**src/core/rx_path_pkg.sv**
```systemverilog
package rx_path_pkg;

    // ****************************************************************
    // word length codes
    // ****************************************************************
    localparam logic [1:0] WORD_LEN_8 = 2'h0;
    localparam logic [1:0] WORD_LEN_9 = 2'h1;
    localparam logic [1:0] WORD_LEN_7 = 2'h2;

    // ****************************************************************
    // stop bit codes
    // ****************************************************************
    localparam logic [1:0] STOP_ONE      = 2'h0;
    localparam logic [1:0] STOP_HALF     = 2'h1;
    localparam logic [1:0] STOP_TWO      = 2'h2;
    localparam logic [1:0] STOP_ONE_HALF = 2'h3;

    // ****************************************************************
    // sample positions within a bit, counted from 1
    // ****************************************************************
    localparam logic [4:0] OS16_SAMPLES     = 5'h10;
    localparam logic [4:0] OS8_SAMPLES      = 5'h08;
    localparam logic [4:0] OS16_MID_A       = 5'h08;
    localparam logic [4:0] OS16_MID_C       = 5'h0a;
    localparam logic [4:0] OS8_MID_A        = 5'h04;
    localparam logic [4:0] OS8_MID_C        = 5'h06;
    localparam logic [4:0] START_EARLY_A    = 5'h03;
    localparam logic [4:0] START_EARLY_C    = 5'h07;
    localparam logic [4:0] STOP15_MID_A     = 5'h10;
    localparam logic [4:0] STOP15_MID_C     = 5'h12;
    localparam logic [4:0] STOP15_SAMPLES   = 5'h18;

    // ****************************************************************
    // reset values
    // ****************************************************************
    localparam logic [8:0] RESET_DATA = 9'h000;

endpackage : rx_path_pkg

```
**src/core/uart_receive_path.sv**
```systemverilog
`timescale 1ns/10ps

// Summary of operation
// - shift data in lsb first into buffer
// - enable starts hunting for start bit
// - frame end loads buffer, sets data ready
// - read, dma read or flush clears ready
// - break frame counts as framing error
// - idle frame handled like a character
// - overrun keeps buffer, sets overrun flag
// - unserviced dma request also causes overrun
// - overrun interrupts with ready or error enable
// - overrun clears only by overrun clear
// - select sixteen or eight times oversampling
// - majority vote or single center sample
// - vote table gives bit and noise
// - noise flag rises with data ready
// - dma mode noise and framing errors interrupt with error enable
// - noise clear bit clears noise flag
// - lin, smartcard, irda force sixteen oversampling
// - missing stop sets framing error, loads data
// - framing clear bit clears framing flag
// - half stop bit is sampled once at its end but never checked
// - one stop sampled on 8,9,10, or 4,5,6 in eight times mode
// - one and half stop sampled 16-18
// - two stops: check first, ready after it
// - word length codes 10,00,01
// - start confirmed by center samples, plus 3,5,7 in sixteen times mode
module uart_receive_path (
    input  wire logic       i_core_clk,
    input  wire logic       i_rstn,
    input  wire logic       i_rx_line,
    input  wire logic       i_os_tick,
    input  wire logic       i_peripheral_enable,
    input  wire logic       i_rx_path_enable,
    input  wire logic [1:0] i_word_length,
    input  wire logic [1:0] i_stop_bits,
    input  wire logic       i_parity_enable,
    input  wire logic       i_parity_odd,
    input  wire logic       i_half_oversample_select,
    input  wire logic       i_single_sample_select,
    input  wire logic       i_special_mode,
    input  wire logic       i_rx_dma_enable,
    input  wire logic       i_rx_ready_irq_enable,
    input  wire logic       i_error_irq_enable,
    input  wire logic       i_idle_irq_enable,
    input  wire logic       i_rx_buffer_read,
    input  wire logic       i_rx_dma_ack,
    input  wire logic       i_rx_flush_request,
    input  wire logic       i_overrun_clear,
    input  wire logic       i_noise_clear,
    input  wire logic       i_framing_clear,
    input  wire logic       i_parity_clear,
    input  wire logic       i_idle_clear,
    output logic [8:0]      o_rx_buffer_word,
    output logic            o_rx_data_ready_flag,
    output logic            o_overrun_flag,
    output logic            o_noise_flag,
    output logic            o_framing_error_flag,
    output logic            o_parity_error_flag,
    output logic            o_idle_flag,
    output logic            o_rx_dma_request,
    output logic            o_irq
);

    // ****************************************************************
    // state
    // ****************************************************************
    typedef enum logic [3:0]
    {
        ST_IDLE  = 4'b0001,
        ST_START = 4'b0010,
        ST_DATA  = 4'b0100,
        ST_STOP  = 4'b1000
    } rx_phase_t;

    typedef struct packed
    {
        rx_phase_t  phase;
        logic       line_prev;
        logic [4:0] sample_cnt;
        logic [3:0] bit_cnt;
        logic [2:0] early;
        logic [2:0] center;
        logic [9:0] shift;
        logic       frame_noise;
        logic       all_ones;
        logic       all_zeros;
        logic       frame_error;
        logic [8:0] buffer;
        logic       ready;
        logic       overrun;
        logic       noise;
        logic       framing;
        logic       parity;
        logic       idle;
        logic       dma_pending;
    } rx_state_t;

    rx_state_t s;
    rx_state_t next_s;

    logic       line;
    logic       vote_bit;
    logic       vote_noise;
    logic       ovs8;
    logic [4:0] bit_len;
    logic [4:0] mid_a;
    logic [4:0] mid_c;
    logic [3:0] frame_bits;
    logic       par_calc;
    logic       running;
    logic       done;
    logic [8:0] word;

    rx_sync2 #(
        .RESET_LEVEL (1'b1)
    ) u_line_sync (
        .i_core_clk (i_core_clk),
        .i_rstn     (i_rstn),
        .i_async    (i_rx_line),
        .o_sync     (line)
    );

    rx_vote3 u_vote (
        .i_samples (s.center),
        .i_single  (i_single_sample_select),
        .o_bit     (vote_bit),
        .o_noise   (vote_noise)
    );

    // ****************************************************************
    // configuration decode
    // ****************************************************************
    always_comb
    begin
        ovs8    = i_half_oversample_select & ~i_special_mode;
        bit_len = ovs8 ? rx_path_pkg::OS8_SAMPLES : rx_path_pkg::OS16_SAMPLES;
        mid_a   = ovs8 ? rx_path_pkg::OS8_MID_A : rx_path_pkg::OS16_MID_A;
        mid_c   = ovs8 ? rx_path_pkg::OS8_MID_C : rx_path_pkg::OS16_MID_C;
        case (i_word_length)
            rx_path_pkg::WORD_LEN_7: frame_bits = 4'h7;
            rx_path_pkg::WORD_LEN_9: frame_bits = 4'h9;
            default:                 frame_bits = 4'h8;
        endcase
        running = i_peripheral_enable & i_rx_path_enable;
    end

    // ****************************************************************
    // receive sequencer and flags
    // ****************************************************************
    always_comb
    begin
        next_s    = s;
        done      = 1'b0;
        word      = rx_path_pkg::RESET_DATA;
        par_calc  = 1'b0;

        if (i_os_tick)
        begin
            // edge detect compares successive samples; a per-clock compare misses edges
            next_s.line_prev = line;
            case (s.phase)
                ST_IDLE:
                begin
                    // falling edge opens start hunt
                    if (running && s.line_prev && !line)
                    begin
                        next_s.phase      = ST_START;
                        next_s.sample_cnt = 5'h2;
                    end
                end
                ST_START:
                begin
                    next_s.sample_cnt = s.sample_cnt + 5'h1;
                    if (s.sample_cnt == rx_path_pkg::START_EARLY_A)
                        next_s.early[0] = line;
                    if (s.sample_cnt == rx_path_pkg::START_EARLY_A + 5'h2)
                        next_s.early[1] = line;
                    if (s.sample_cnt == rx_path_pkg::START_EARLY_C)
                        next_s.early[2] = line;
                    if (s.sample_cnt >= mid_a && s.sample_cnt <= mid_c)
                        next_s.center = {line, s.center[2:1]};
                    if (s.sample_cnt == bit_len)
                    begin
                        // two highs in center samples, or in early samples at 16x, reject silently
                        if ((!ovs8 && ((s.early[0] & s.early[1]) | (s.early[0] & s.early[2]) |
                                       (s.early[1] & s.early[2]))) ||
                            ((s.center[0] & s.center[1]) | (s.center[0] & s.center[2]) |
                             (s.center[1] & s.center[2])))
                            next_s.phase = ST_IDLE;
                        else
                        begin
                            next_s.phase       = ST_DATA;
                            next_s.frame_noise = (s.center != 3'h0) && !i_single_sample_select;
                            next_s.bit_cnt     = 4'h0;
                            next_s.all_ones    = 1'b0;
                            next_s.all_zeros   = 1'b1;
                        end
                        next_s.sample_cnt = 5'h1;
                    end
                end
                ST_DATA:
                begin
                    next_s.sample_cnt = s.sample_cnt + 5'h1;
                    if (s.sample_cnt >= mid_a && s.sample_cnt <= mid_c)
                        next_s.center = {line, s.center[2:1]};
                    if (s.sample_cnt == bit_len)
                    begin
                        next_s.sample_cnt = 5'h1;
                        next_s.shift = {vote_bit, s.shift[9:1]};
                        next_s.frame_noise = s.frame_noise | vote_noise;
                        next_s.all_zeros = s.all_zeros & ~vote_bit;
                        next_s.bit_cnt = s.bit_cnt + 4'h1;
                        if (s.bit_cnt + 4'h1 == frame_bits)
                            next_s.phase = ST_STOP;
                    end
                end
                ST_STOP:
                begin
                    next_s.sample_cnt = s.sample_cnt + 5'h1;
                    if (i_stop_bits == rx_path_pkg::STOP_ONE_HALF)
                    begin
                        if (s.sample_cnt >= rx_path_pkg::STOP15_MID_A &&
                            s.sample_cnt <= rx_path_pkg::STOP15_MID_C)
                            next_s.center = {line, s.center[2:1]};
                    end
                    else if (s.sample_cnt >= mid_a && s.sample_cnt <= mid_c)
                        next_s.center = {line, s.center[2:1]};
                    if ((i_stop_bits == rx_path_pkg::STOP_HALF &&
                         s.sample_cnt == {1'b0, bit_len[4:1]}) ||
                        (i_stop_bits == rx_path_pkg::STOP_ONE_HALF &&
                         s.sample_cnt == rx_path_pkg::STOP15_SAMPLES) ||
                        (i_stop_bits[1] == 1'b0 && i_stop_bits[0] == 1'b0 &&
                         s.sample_cnt == bit_len) ||
                        (i_stop_bits == rx_path_pkg::STOP_TWO &&
                         s.sample_cnt == bit_len))
                    begin
                        done          = 1'b1;
                        next_s.phase  = ST_IDLE;
                    end
                end
                default:
                    next_s.phase = ST_IDLE;
            endcase
        end

        // character word, right aligned by length
        case (i_word_length)
            rx_path_pkg::WORD_LEN_7: word = {2'h0, s.shift[9:3]};
            rx_path_pkg::WORD_LEN_9: word = s.shift[9:1];
            default:                 word = {1'b0, s.shift[9:2]};
        endcase
        // parity bit is the top bit of the word, so every word bit counts
        par_calc = ^word ^ i_parity_odd;

        // ready and dma clear first so a completing frame can set again
        if (i_rx_buffer_read || i_rx_dma_ack || i_rx_flush_request)
            next_s.ready = 1'b0;
        if (i_rx_dma_ack)
            next_s.dma_pending = 1'b0;
        if (i_overrun_clear)
            next_s.overrun = 1'b0;
        if (i_noise_clear)
            next_s.noise = 1'b0;
        if (i_framing_clear)
            next_s.framing = 1'b0;
        if (i_parity_clear)
            next_s.parity = 1'b0;
        if (i_idle_clear)
            next_s.idle = 1'b0;

        if (done)
        begin
            if (s.ready || s.dma_pending)
                next_s.overrun = 1'b1;
            else
            begin
                next_s.buffer  = word;
                next_s.ready   = 1'b1;
                next_s.dma_pending = i_rx_dma_enable;
                if (s.frame_noise)
                    next_s.noise = 1'b1;
                // half stop bit skips the check; break has a low stop
                if (i_stop_bits != rx_path_pkg::STOP_HALF && !vote_bit)
                    next_s.framing = 1'b1;
                if (i_parity_enable && par_calc)
                    next_s.parity = 1'b1;
                if (s.all_ones == 1'b0 && word == ((9'h1 << frame_bits) - 9'h1) &&
                    vote_bit)
                    next_s.idle = 1'b1;
            end
        end

        if (!running)
            next_s.phase = ST_IDLE;
    end

    always_ff @(posedge i_core_clk or negedge i_rstn)
    begin
        if (!i_rstn)
        begin
            s            <= '0;
            s.phase      <= ST_IDLE;
            s.line_prev  <= 1'b1;
            s.all_zeros  <= 1'b1;
        end
        else
            s <= next_s;
    end

    // ****************************************************************
    // outputs
    // ****************************************************************
    assign o_rx_buffer_word     = s.buffer;
    assign o_rx_data_ready_flag = s.ready;
    assign o_overrun_flag       = s.overrun;
    assign o_noise_flag         = s.noise;
    assign o_framing_error_flag = s.framing;
    assign o_parity_error_flag  = s.parity;
    assign o_idle_flag          = s.idle;
    assign o_rx_dma_request     = s.dma_pending;
    assign o_irq = (i_rx_ready_irq_enable & s.ready)
                 | (i_idle_irq_enable & s.idle)
                 | ((i_rx_ready_irq_enable | i_error_irq_enable) & s.overrun)
                 | (i_error_irq_enable & i_rx_dma_enable & (s.noise | s.framing));
endmodule : uart_receive_path

```
**src/core/rx_sync2.sv**
```systemverilog
`timescale 1ns/10ps

// two flip-flop synchroniser; first stage is read only by the second
module rx_sync2 #(
    parameter logic RESET_LEVEL = 1'b1
) (
    input  wire logic i_core_clk,
    input  wire logic i_rstn,
    input  wire logic i_async,
    output logic      o_sync
);
    typedef struct packed
    {
        logic stage1;
        logic stage2;
    } sync_state_t;

    sync_state_t state;
    sync_state_t next_state;

    always_comb
    begin
        next_state.stage1 = i_async;
        next_state.stage2 = state.stage1;
    end

    always_ff @(posedge i_core_clk or negedge i_rstn)
    begin
        if (!i_rstn)
            state <= '{stage1: RESET_LEVEL, stage2: RESET_LEVEL};
        else
            state <= next_state;
    end

    assign o_sync = state.stage2;
endmodule : rx_sync2

```
**src/core/rx_vote3.sv**
```systemverilog
`timescale 1ns/10ps

// three-sample majority decode with disagreement status
module rx_vote3 (
    input  wire logic [2:0] i_samples,
    input  wire logic       i_single,
    output logic            o_bit,
    output logic            o_noise
);
    always_comb
    begin
        if (i_single)
        begin
            o_bit   = i_samples[1];
            o_noise = 1'b0;
        end
        else
        begin
            o_bit   = (i_samples[2] & i_samples[1]) | (i_samples[2] & i_samples[0])
                    | (i_samples[1] & i_samples[0]);
            o_noise = (i_samples != 3'h0) && (i_samples != 3'h7);
        end
    end
endmodule : rx_vote3

```
**config.mk**
```make
export PLATFORM = sky130hd
export DESIGN_NAME = uart_receive_path
export DESIGN_NICKNAME = d
export VERILOG_FILES = /design/src/core/rx_path_pkg.sv /design/src/core/uart_receive_path.sv /design/src/core/rx_sync2.sv /design/src/core/rx_vote3.sv
export SDC_FILE = /design/constraint.sdc
export NUM_CORES = 1
export LEC_CHECK = 0
export BUFFER_PORTS_ARGS = -buffer_cell sky130_fd_sc_hd__clkbuf_2
export CORE_MARGIN = 1.5
export CORE_UTILIZATION = 28
export DETAILED_ROUTE_END_ITERATION = 7
export PLACE_DENSITY = 0.45
export SYNTH_ARGS = -nofsm -noshare
export SYNTH_HDL_FRONTEND = slang
export SYNTH_SLANG_ARGS = --single-unit
```
**constraint.sdc**
```tcl
create_clock -name i_core_clk -period 5.96 [get_ports i_core_clk]
set_input_delay 1.192 -clock i_core_clk [delete_from_list [all_inputs] [get_ports i_core_clk]]
set_output_delay 1.192 -clock i_core_clk [all_outputs]
set_load 0.01 [all_outputs]
```
======== Word level (Yosys, flattened, before mapping) ========
Cells that the tools add are included.
operators by class
  add/subtract/negate cells ............... 3
  order comparisons ....................... 4
  eq/ne operators ......................... 30
  shifts and indexed selects .............. 1
  multiplexer cells ....................... 56
  bitwise gates (word level) .............. 32
  reduce and logical (&&, ||, !) cells .... 41
operators with widths
  kind                   count
  $mux W4                9
  $mux W33               1
  $mux W1                23
  $mux W3                7
  $ne A3 B3 Y1 const B   7
  $pmux W5 S4            1
  $mux W9                2
  $pmux W9 S2            1
  $reduce_and A3 Y1      6
  $pmux W4 S2            2
  $pmux W4 S4            1
  $logic_and A1 B1 Y1    15
  $mux W5                3
  $and A1 B1 Y1          14
  $or A1 B1 Y1           12
  $mux W11               1
  $eq A5 B3 Y1 const B   2
  $mux W10               1
  $ne A2 B2 Y1 const B   5
  $eq A9 B9 Y1           1
  $reduce_xor A9 Y1      1
  $shl A1 B4 Y9 const A  1
  $sub A9 B1 Y9 const B  1
  $logic_or A1 B1 Y1     7
  31 further kinds       43
storage, ports and cells
  flip-flop bits (word level) ............. 50
  bits of input ports ..................... 27
  output and inout bits ................... 17
  logic and storage cells ................. 188

======== Longest topological paths before layout ========
Gate-level depths: netlist of the first run.
  depth after elaboration ................. 12
  depth in mapped cells ................... 12

======== Hierarchy ========
Synthesis of the first run repeated with hierarchy kept, for this count alone.
unflattened totals
  cell total of the unflattened synthesis .. 345
  area, all modules ....................... 3203.1 um2
modules (own cells, without submodules)
  module             instances  cells an instance  area an instance (um2)  seq. area each (um2)
  uart_receive_path  1          336                3114.2                  1153.6
  rx_sync2           1          2                  52.6                    52.6
  rx_vote3           1          7                  36.3                    0.0

======== Worst setup path before layout of the first run ========
No wires, ideal clock.
  path kind ............................... input-to-reg
  start point ............................. input port i_word_length[0]
  end point ............................... register s, in the netlist o_idle_flag
  library setup time ...................... 0.101 ns
  data arrival time ....................... 3.280 ns
  setup slack ............................. 2.579 ns
  stages on the path ...................... 12
  buffers on the path ..................... 2
  cells stage by stage .................... inv_1 ha_1 buf_2 clkbuf_1 nand2_1 ha_1 nand3_1 o21ai_0 a21oi_1 xnor2_1 or4_1 o32ai_1
RTL lines
  element                 RTL line                  RTL
  start: declaration      uart_receive_path.sv:36   input wire logic [1:0] i_word_length,
  end signal: assignment  uart_receive_path.sv:309  s <= next_s;
  end: declaration        uart_receive_path.sv:100  rx_state_t s;

==> run_results.csv, run 1 <==
group,metric,value,unit
outcome,status,"finished, final reports clean",
finish,multi_input_area,1740,sq um
yosys,synth-async-reset-ratio,100,%
sta,clock_skew,0.00799,ns
global_routing,grt_max_degree,49,
power,p_clk_share,38.7,%
place,dp_cells,499,
power,p_switching,0.202,mW
power,p_int,0.551,mW
clock_network,cts_tree,"done",
place,gp_congestion,0.779,
yosys,avgSynthCellArea,9.32,sq um
critical_path,cp-startpoint,"i_word_length[0]",
sta,final_hold_viol_count,0,
routing,first_pass_iters,4,
yosys,synth_flop_cell,"dfrtp_1",
sta,rsz0062_at_grt,"no",
global_routing,grt_pass1_wl,12000,microns
finish,drive_above_1_share,22.6,%
routing,wl_per_cell,14.4,microns
hold_path,hp-start,"u_line_sync.next_state[0]",
yosys,synth_common_cells,"dfrtp_1, nand2_1, o21ai_0",
routing,drt_wl_total,7320,microns
yosys,synth_top_area_share,34.5,%
critical_path,cp.arrival,3.84,ns
global_routing,antenna_found_initial,0,
routing,vias_per_cell,4.94,
floorplan,fp.dieH,110,microns
yosys,ys_types,60,
clock_network,postCtsSetupBuffers,0,
global_routing,overflow,0,
clock_network,cts_sinks,48,
clock_network,clk_pin_slew,0.07,ns
place,place_area,3420,sq um
sta,final-setup-viol-count,0,
global_routing,grt_pass1_vias,2377,
sta,fmax,0.274,GHz
power,swShare,26.8,%
floorplan,rows,38,
critical_path,crit_path_start_kind,"input pin",
floorplan,core-area,11000,sq um
finish,regArea,1210,sq um
finish,stdcell_count,507,
yosys,yosys_warnings,0,
clock_network,root_buffer,"clkbuf_16",
clock_network,cts_buffer_depth,2,
finish,nets,404,
finish,areaGrowthSynthToFinish,11.7,%
clock_network,clock_latency,0.28,ns
clock_network,h-tree-depth,2,
yosys,syn_area,3200,sq um
critical_path,path_class,"input pin to register",
finish,nFillCells,1127,
sta,worst_pin_slew,0.801,ns
power,p_seq_share,46.1,%
floorplan,fp.dieW,110,microns
sta,relSlewSlack,46.6,%
yosys,synth-seq-cells,48,
critical_path,crit_required,6.15,ns
yosys,synthesis.nets,381,
sta,maxSlewViolCount,0,
hold_path,hold_path.class,"register to register",
floorplan,num_io_pins,44,
routing,drt_iter0_drc,91,
global_routing,grt_use_total,12.7,%
floorplan,start_util,29.1,%
place,hpwl,5310,microns
routing,drc_errors,0,
critical_path,end_kind,"register",
power,p_leak,1.59,nW
yosys,syn_inst,343,
sta,finalSetupTns,0,ns
routing,vias,2506,
clock_network,numCtsBuffers,5,
place,numPortBuffers,43,
yosys,yosys-top-cells-area,"dfrtp_1, mux2_2, o21ai_0, ha_1, nand2_1",
power,p_comb_share,15.1,%
clock_network,cts_hold_buf,0,
sta,fin_crit,3.65,ns
flow_run,max-cap-violations,0,
power,p_per_area,211,nW/um^2
clock_network,cts_resized,0,
power,power.total,0.753,mW
yosys,yosysSeqAreaShare,37.7,%
yosys,synth_top_area_cell,"dfrtp_1",
finish,n_antenna_cell,0,
sta,period_share,61.3,%
floorplan,dieArea,12100,sq um
critical_path,r2r_start,"s[42]",
routing,ant_nets,0,
yosys,yosysMostFrequentCell,"dfrtp_1",
finish,stdcell_area,3570,sq um
yosys,synth_edf_count,0,
power,peakVddDrop,0.123,mV
critical_path,worstPathMaxFanout,29,
## placed cells by master, fill, tap and decap left out, drive strengths merged, types with 5 or more instances in the layout
master and n:
a21oi 19, nor3 7, mux2i 5, o21ai 33
nand2 35, nand3 15, dfrtp 44, clkbuf 50
ha 11, xor2 8, xnor2 12, mux2 20
inv 21, nor2 14
## per-layer routing
layer	GRT usage, %	up-vias	routed length (microns)
li1	-	1267	-
met1	18.3	1186	3870
met2	19.5	47	3120
met3	2.19	6	259
met4	3.06	0	74
met5	0	-	0
## state kept, by name, indices dropped and copies added (netlist names)
| name | cells |
|---|---|
| o_overrun_flag | 1 |
| o_rx_buffer_word | 9 |
| u_line_sync.o_sync | 1 |
| o_idle_flag | 1 |
| u_line_sync.next_state | 1 |
| o_noise_flag | 1 |
| o_parity_error_flag | 1 |
| o_framing_error_flag | 1 |
| o_rx_dma_request | 1 |
| s | 30 |
| o_rx_data_ready_flag | 1 |
## final timing paths
path / to / slack [ns] / cells after the start
worst max-delay path: o_idle_flag / 2.31 / 11
worst min-delay path: u_line_sync.o_sync / 0.36 / 0
worst max register to register: o_rx_buffer_word[6] / 3.12 / 7
worst min register to register: u_line_sync.o_sync / 0.36 / 0
max in group asynchronous: s[38] / 4.51 / 2
min in group asynchronous: o_rx_dma_request / 1.01 / 2
## worst max-delay path, stage by stage
cell and delay [ns]:
clkbuf_2 0.09, inv_1 0.05, ha_1 0.81, nand2_1 0.17, ha_1 0.32, nand3_1 0.10, o21ai_0 0.09, a21oi_1 0.23
xnor2_1 0.08, or4_1 0.47, o32ai_1 0.25
## final cells by class
type	count	share of cell area (%)
clock inverters	1	0.210
multi-input cells	246	48.7
well taps	140	4.91
repair buffers	44	6.24
clock buffers	7	4.00
flip-flops and latches	48	33.8
inverters	21	2.21
## logic make-up (layout without fill, tap and decap cells)
logic type | Yosys count | after routing | share of synthesized area [%]
flops | 48 | 48 | 37.7
compound gates | 86 | 86 | 17.7
simple gates | 101 | 101 | 16.5
mux | 25 | 25 | 9.08
fa+ha+maj | 13 | 13 | 4.93
xor+xnor | 21 | 21 | 6.19
buf+inv | 49 | 73 | 7.91
## through the flow
step | hold WS [ns] | util [%] | worst slack (ns)
3_3_place_gp | 0.347 | 31.1 | 2.13
3_5_place_dp | 0.352 | 31.1 | 2.04
2_1_floorplan | 0.345 | - | 2.58
4_1_cts | 0.363 | 32.5 | 2.34
5_1_grt | 0.364 | 32.5 | 2.06
6_report | 0.361 | 32.5 | 2.31
## power groups by stage
| stage | Clock, mW | Combinational, mW | Sequential [mW] |
|---|---|---|---|
| finish | 0.292 | 0.114 | 0.348 |
| global route | 0.315 | 0.129 | 0.349 |
| CTS | 0.303 | 0.115 | 0.347 |
| detailed placement | 0 | 0.114 | 0.353 |
| global placement | 0 | 0.113 | 0.353 |
| floorplan | 0 | 0.0864 | 0.346 |
Power figures use the tool's default switching activity.
==> run 2: changes to the inputs <==
Settings changed: ABC_AREA from default to 1, PLACE_DENSITY 0.45 to 0.46.
Clock period 5.96 ns to 3.3 ns, I/O delays scaled along.
==> run_results.csv, run 2 <==
group,metric,value,unit
critical_path,cp.arrival,2.62,ns
hold_path,hold_path.class,"register to register",
finish,top_register,"s",
hold_path,hp-start,"u_line_sync.next_state[0]",
sta,clock_skew,0.00685,ns
yosys,synth_common_cells,"nand2_1, inv_1, dfrtp_1",
yosys,synth_compound_area_share,12.3,%
global_routing,grt_pass1_wl,13100,microns
yosys,ys_types,32,
finish,layout_common_cells,"nand2_1, inv_1, dfrtp_1",
routing,drt_iter0_drc,136,
power,p_leak,1.94,nW
yosys,yosys_warnings,0,
clock_network,root_buffer,"clkbuf_16",
global_routing,antenna_found_initial,0,
routing,vias_per_cell,4.53,
routing,drt_wl_total,7700,microns
floorplan,fp.dieH,110,microns
sta,period_share,72.8,%
outcome,status,"finished, final reports clean",
critical_path,crit_required,3.52,ns
yosys,avgSynthCellArea,6.90,sq um
yosys,yosys.area_share.simple,32.3,%
critical_path,r2r_start,"s[42]",
finish,nets,539,
yosys,yosysMostFrequentCell,"nand2_1",
floorplan,core-area,11000,sq um
sta,final_hold_viol_count,0,
yosys,post_synth_fa_ha_maj_area_fraction,4.28,%
finish,largest_reg_flops,30,
global_routing,grt_pass1_vias,2722,
finish,areaGrowthSynthToFinish,13.9,%
finish,layout_commonest_cell,"nand2_1",
yosys,synth_edf_count,0,
global_routing,grt_max_degree,49,
floorplan,dieArea,12100,sq um
sta,fin_ws,0.899,ns
yosys,synth-seq-cells,48,
clock_network,clock_latency,0.29,ns
global_routing,grt_use_total,13.9,%
clock_network,postCtsSetupBuffers,0,
yosys,syn_inst,466,
sta,fin_crit,2.40,ns
floorplan,num_io_pins,44,
yosys,synthXorXnorAreaFrac,1.91,%
sta,worst_pin_slew,0.648,ns
clock_network,h-tree-depth,2,
routing,ant_nets,0,
finish,n_antenna_cell,0,
global_routing,overflow,0,
finish,nFillCells,1220,
sta,fmax,0.417,GHz
sta,maxSlewViolCount,0,
place,numPortBuffers,43,
yosys,synthMuxAreaShare,0,%
critical_path,worstPathMaxFanout,23,
power,peakVddDrop,0.184,mV
yosys,syn_area,3220,sq um
clock_network,clk_pin_slew,0.07,ns
yosys,synth_top_area_cell,"dfrtp_1",
finish,stdcell_count,642,
power,p_per_area,418,nW/um^2
place,dp_slack,0.576,ns
routing,vias,2911,
critical_path,path_class,"input pin to register",
critical_path,end_kind,"register",
sta,whs,0.357,ns
clock_network,cts_sinks,48,
yosys,yosysSeqAreaShare,37.5,%
yosys,synth_top_area_share,34.2,%
yosys,synth-async-reset-ratio,100,%
yosys,synthesis.nets,504,
place,gp_congestion,0.813,
place,hpwl,5920,microns
routing,drc_errors,0,
floorplan,start_util,29.2,%
clock_network,cts_buffer_depth,2,
floorplan,rows,38,
power,power.total,1.53,mW
sta,relSlewSlack,56.8,%
yosys,yosys-top-cells-area,"dfrtp_1, nand2_1, inv_1, nand3_1, o21ai_0",
finish,drive_above_1_share,15.1,%
sta,rsz0062_at_grt,"no",
routing,wl_per_cell,12.0,microns
critical_path,crit_path_start_kind,"input pin",
clock_network,cts_resized,0,
critical_path,cp-startpoint,"i_half_oversample_select",
yosys,synth_flop_cell,"dfrtp_1",
sta,finalSetupTns,0,ns
flow_run,max-cap-violations,0,
clock_network,numCtsBuffers,5,
floorplan,fp.dieW,110,microns
yosys,synth_top_family_by_area,"simple AND/OR/NAND/NOR gates",
routing,first_pass_iters,4,
sta,final-setup-viol-count,0,
clock_network,cts_hold_buf,0,
place,dp_cells,634,
clock_network,cts_tree,"done",
==> run 2: changes by cell type in the layout (fill, tap and decap cells not counted), sizes merged, moves of 10 or more <==
cell | previous run | this run
nor2 | 14 | 26
inv | 21 | 70
o21ai | 33 | 50
nand4 | 0 | 10
nand3 | 15 | 41
mux2 | 20 | 0
nand2 | 35 | 159
a21oi | 19 | 8
xnor2 | 12 | 2
==> run 2: final timing paths <==
kind	end	slack [ns]	cells after the start
min in group asynchronous	o_rx_buffer_word[0]	0.48	2
min	u_line_sync.o_sync	0.36	0
max	o_framing_error_flag	0.90	11
min reg2reg	u_line_sync.o_sync	0.36	0
max in group asynchronous	s[48]	2.39	2
max reg2reg	o_framing_error_flag	0.91	12
==> run 2: cells by family (layout without fill, tap and decap cells) <==
| logic type | Yosys count | in the layout |
|---|---|---|
| fa+ha+maj | 11 | 11 |
| buf+inv | 86 | 122 |
| simple gates | 244 | 244 |
| xor+xnor | 7 | 7 |
| flops | 48 | 48 |
| compound gates | 70 | 70 |
==> run 2: metrics by stage <==
stage	cell area [sq um]	util [%]
floorplan	3220	-
global placement	3500	31.7
detailed placement	3500	31.7
CTS	3660	33.2
global route	3660	33.2
finish	3660	33.2
==> run 2: per-layer routing <==
layer  up-vias  global-route usage [%]  share of wire [%]
li1       1551                       -                  -
met1      1289                    19.7                 53
met3         8                    2.00                4.4
met2        63                    21.6                 42
met5         -                       0                  0
met4         0                    4.95                1.3
==> run 2: power by group <==
group,switching (mW),leakage [nW],internal (mW),total [mW]
clock network,0.230,0.0808,0.357,0.587
logic,0.199,1.23,0.105,0.304
registers,0.0308,0.629,0.609,0.640
total,0.460,1.94,1.07,1.53
==> run 2: layout make-up <==
class | instances | area (sq um) | area share [%]
inverters | 70 | 263 | 7.18
clock buffers | 6 | 129 | 3.52
well taps | 140 | 175 | 4.78
clock inverters | 2 | 35.0 | 0.957
repair buffers | 44 | 223 | 6.08
multi-input cells | 332 | 1630 | 44.5
flip-flops and latches | 48 | 1210 | 32.9
==> run 2: critical path, stage by stage <==
cell and delay [ns]:
clkbuf_2 0.09, inv_1 0.03, nor2_1 0.19, ha_1 0.31, nor3b_2 0.18, nand3_2 0.15, o21ai_2 0.24, nand3_2 0.40
inv_1 0.21, nand3_1 0.08, o21ai_0 0.07
==> run 3: changes to the inputs <==
Settings changed: ABC_AREA 1 to 0, PLACE_DENSITY 0.46 to 0.45.
Clock period 3.3 ns to 2.4 ns, I/O delays scaled along.
==> run_results.csv, run 3 (synthesis results as in run 1) <==
group,metric,value,unit
critical_path,cp_slowest_cell,"mux2_2",
sta,fmax,0.443,GHz
place,hpwl,5980,microns
power,p_leak,1.83,nW
routing,wl_per_cell,14.0,microns
critical_path,crit_path_start_kind,"input pin",
floorplan,fp.dieW,110,microns
finish,drive_above_1_share,32.0,%
outcome,status,"finished, final reports clean",
floorplan,core-area,11000,sq um
floorplan,fp.dieH,110,microns
sta,finalSetupTns,0,ns
global_routing,grt_use_total,13.8,%
clock_network,cts_sinks,48,
place,place_area,3800,sq um
critical_path,cp.arrival,2.44,ns
sta,maxSlewViolCount,0,
hold_path,hold_path.class,"input pin to register",
finish,layout_commonest_cell,"buf_4",
critical_path,end_kind,"register",
place,gp_congestion,0.803,
finish,nets,449,
place,numPortBuffers,43,
clock_network,cts_hold_buf,0,
sta,fin_crit,2.26,ns
critical_path,crit_required,2.58,ns
sta,period_share,94.1,%
critical_path,worstPathMaxFanout,12,
routing,drt_wl_total,7750,microns
finish,largest_reg_flops,30,
finish,layout_common_cells,"buf_4, dfrtp_1, clkbuf_2",
clock_network,h-tree-depth,2,
sta,final_hold_viol_count,0,
global_routing,grt_pass1_vias,2559,
floorplan,dieArea,12100,sq um
routing,ant_nets,0,
routing,first_pass_iters,4,
critical_path,path_class,"input pin to register",
finish,stdcell_area,3950,sq um
routing,drc_errors,0,
global_routing,grt_max_degree,49,
critical_path,cp_slowest_stage_delay,0.33,ns
finish,n_antenna_cell,0,
power,power.total,1.96,mW
critical_path,worst-r2r-setup-slack,0.17,ns
routing,vias_per_cell,4.88,
finish,stdcell_count,552,
sta,relSlewSlack,57.6,%
critical_path,cp_cell_sequence,"clkbuf_2 > nor2b_2 > ha_1 > nand2_1 > o32a_1 > o32ai_2 > buf_4 > and4_1 > buf_12 > mux2_2",
power,p_per_area,496,nW/um^2
clock_network,numCtsBuffers,5,
floorplan,start_util,29.1,%
place,dp_cells,544,
sta,whs,0.258,ns
power,peakVddDrop,0.204,mV
global_routing,overflow,0,
clock_network,root_buffer,"clkbuf_16",
sta,clock_skew,0.00627,ns
global_routing,grt_pass1_wl,12700,microns
global_routing,antenna_found_initial,0,
clock_network,clock_latency,0.30,ns
routing,drt_iter0_drc,90,
sta,final-setup-viol-count,0,
floorplan,rows,38,
finish,top_register,"s",
clock_network,clk_pin_slew,0.07,ns
sta,rsz0062_at_grt,"no",
clock_network,cts_buffer_depth,2,
finish,areaGrowthSynthToFinish,23.6,%
floorplan,num_io_pins,44,
sta,worst_pin_slew,0.636,ns
clock_network,cts_tree,"done",
routing,vias,2693,
flow_run,max-cap-violations,0,
run 3: path summary, 6_finish.rpt:
check	startpoint	to	cells after the start
worst max register to register	s[43]	o_rx_buffer_word[5]	8
max in group asynchronous	i_rstn	o_rx_buffer_word[3]	2
worst min-delay path	i_rx_line	u_line_sync.next_state[0]	1
worst max-delay path	i_half_oversample_select	o_rx_buffer_word[5]	10
worst min register to register	u_line_sync.next_state[0]	u_line_sync.o_sync	0
min in group asynchronous	i_rstn	s[33]	2
run 3: final cells by class:
class	count	area, sq um
Clock buffer	6	139
Clock inverter	2	10.0
Fill cell	1103	7030
Inverter	21	78.8
Multi-Input combinational cell	246	1770
Sequential cell	48	1210
Tap cell	140	175
Timing Repair Buffer	89	573
run 3: report_power, final:
part	switching (mW)	internal, mW	total, mW
clock	0.319	0.412	0.731
combinational	0.191	0.191	0.382
sequential	0.0177	0.828	0.845
total	0.528	1.43	1.96
run 3: repair_timing:
action / 4_1_cts / 5_1_grt
setup buffers: 0 / 0
endpoints found under the setup margin: 0 / 2
resized for setup: 0 / 1
run 3: metrics by stage:
step | utilization [%] | setup slack [ns]
CTS | 36.0 | 0.0847
detailed placement | 34.6 | -0.233
floorplan | - | 0.0256
global placement | 34.6 | -0.173
finish | 36.0 | 0.142
global route | 36.0 | 0.0239
run 3: worst max-delay path, delay by kind of cell:
family	cells	cell delay, ns
simple gates	3	0.50
buf+inv	3	0.39
fa+ha+maj	1	0.30
compound gates	2	0.44
mux	1	0.33
run 3: layer usage:
layer | up-vias | share of wire [%] | global-route usage [%]
li1 | 1357 | - | -
met3 | 7 | 4.4 | 3.02
met1 | 1271 | 52 | 19.2
met4 | 0 | 1.5 | 4.73
met2 | 58 | 42 | 21.0
met5 | - | 0 | 0
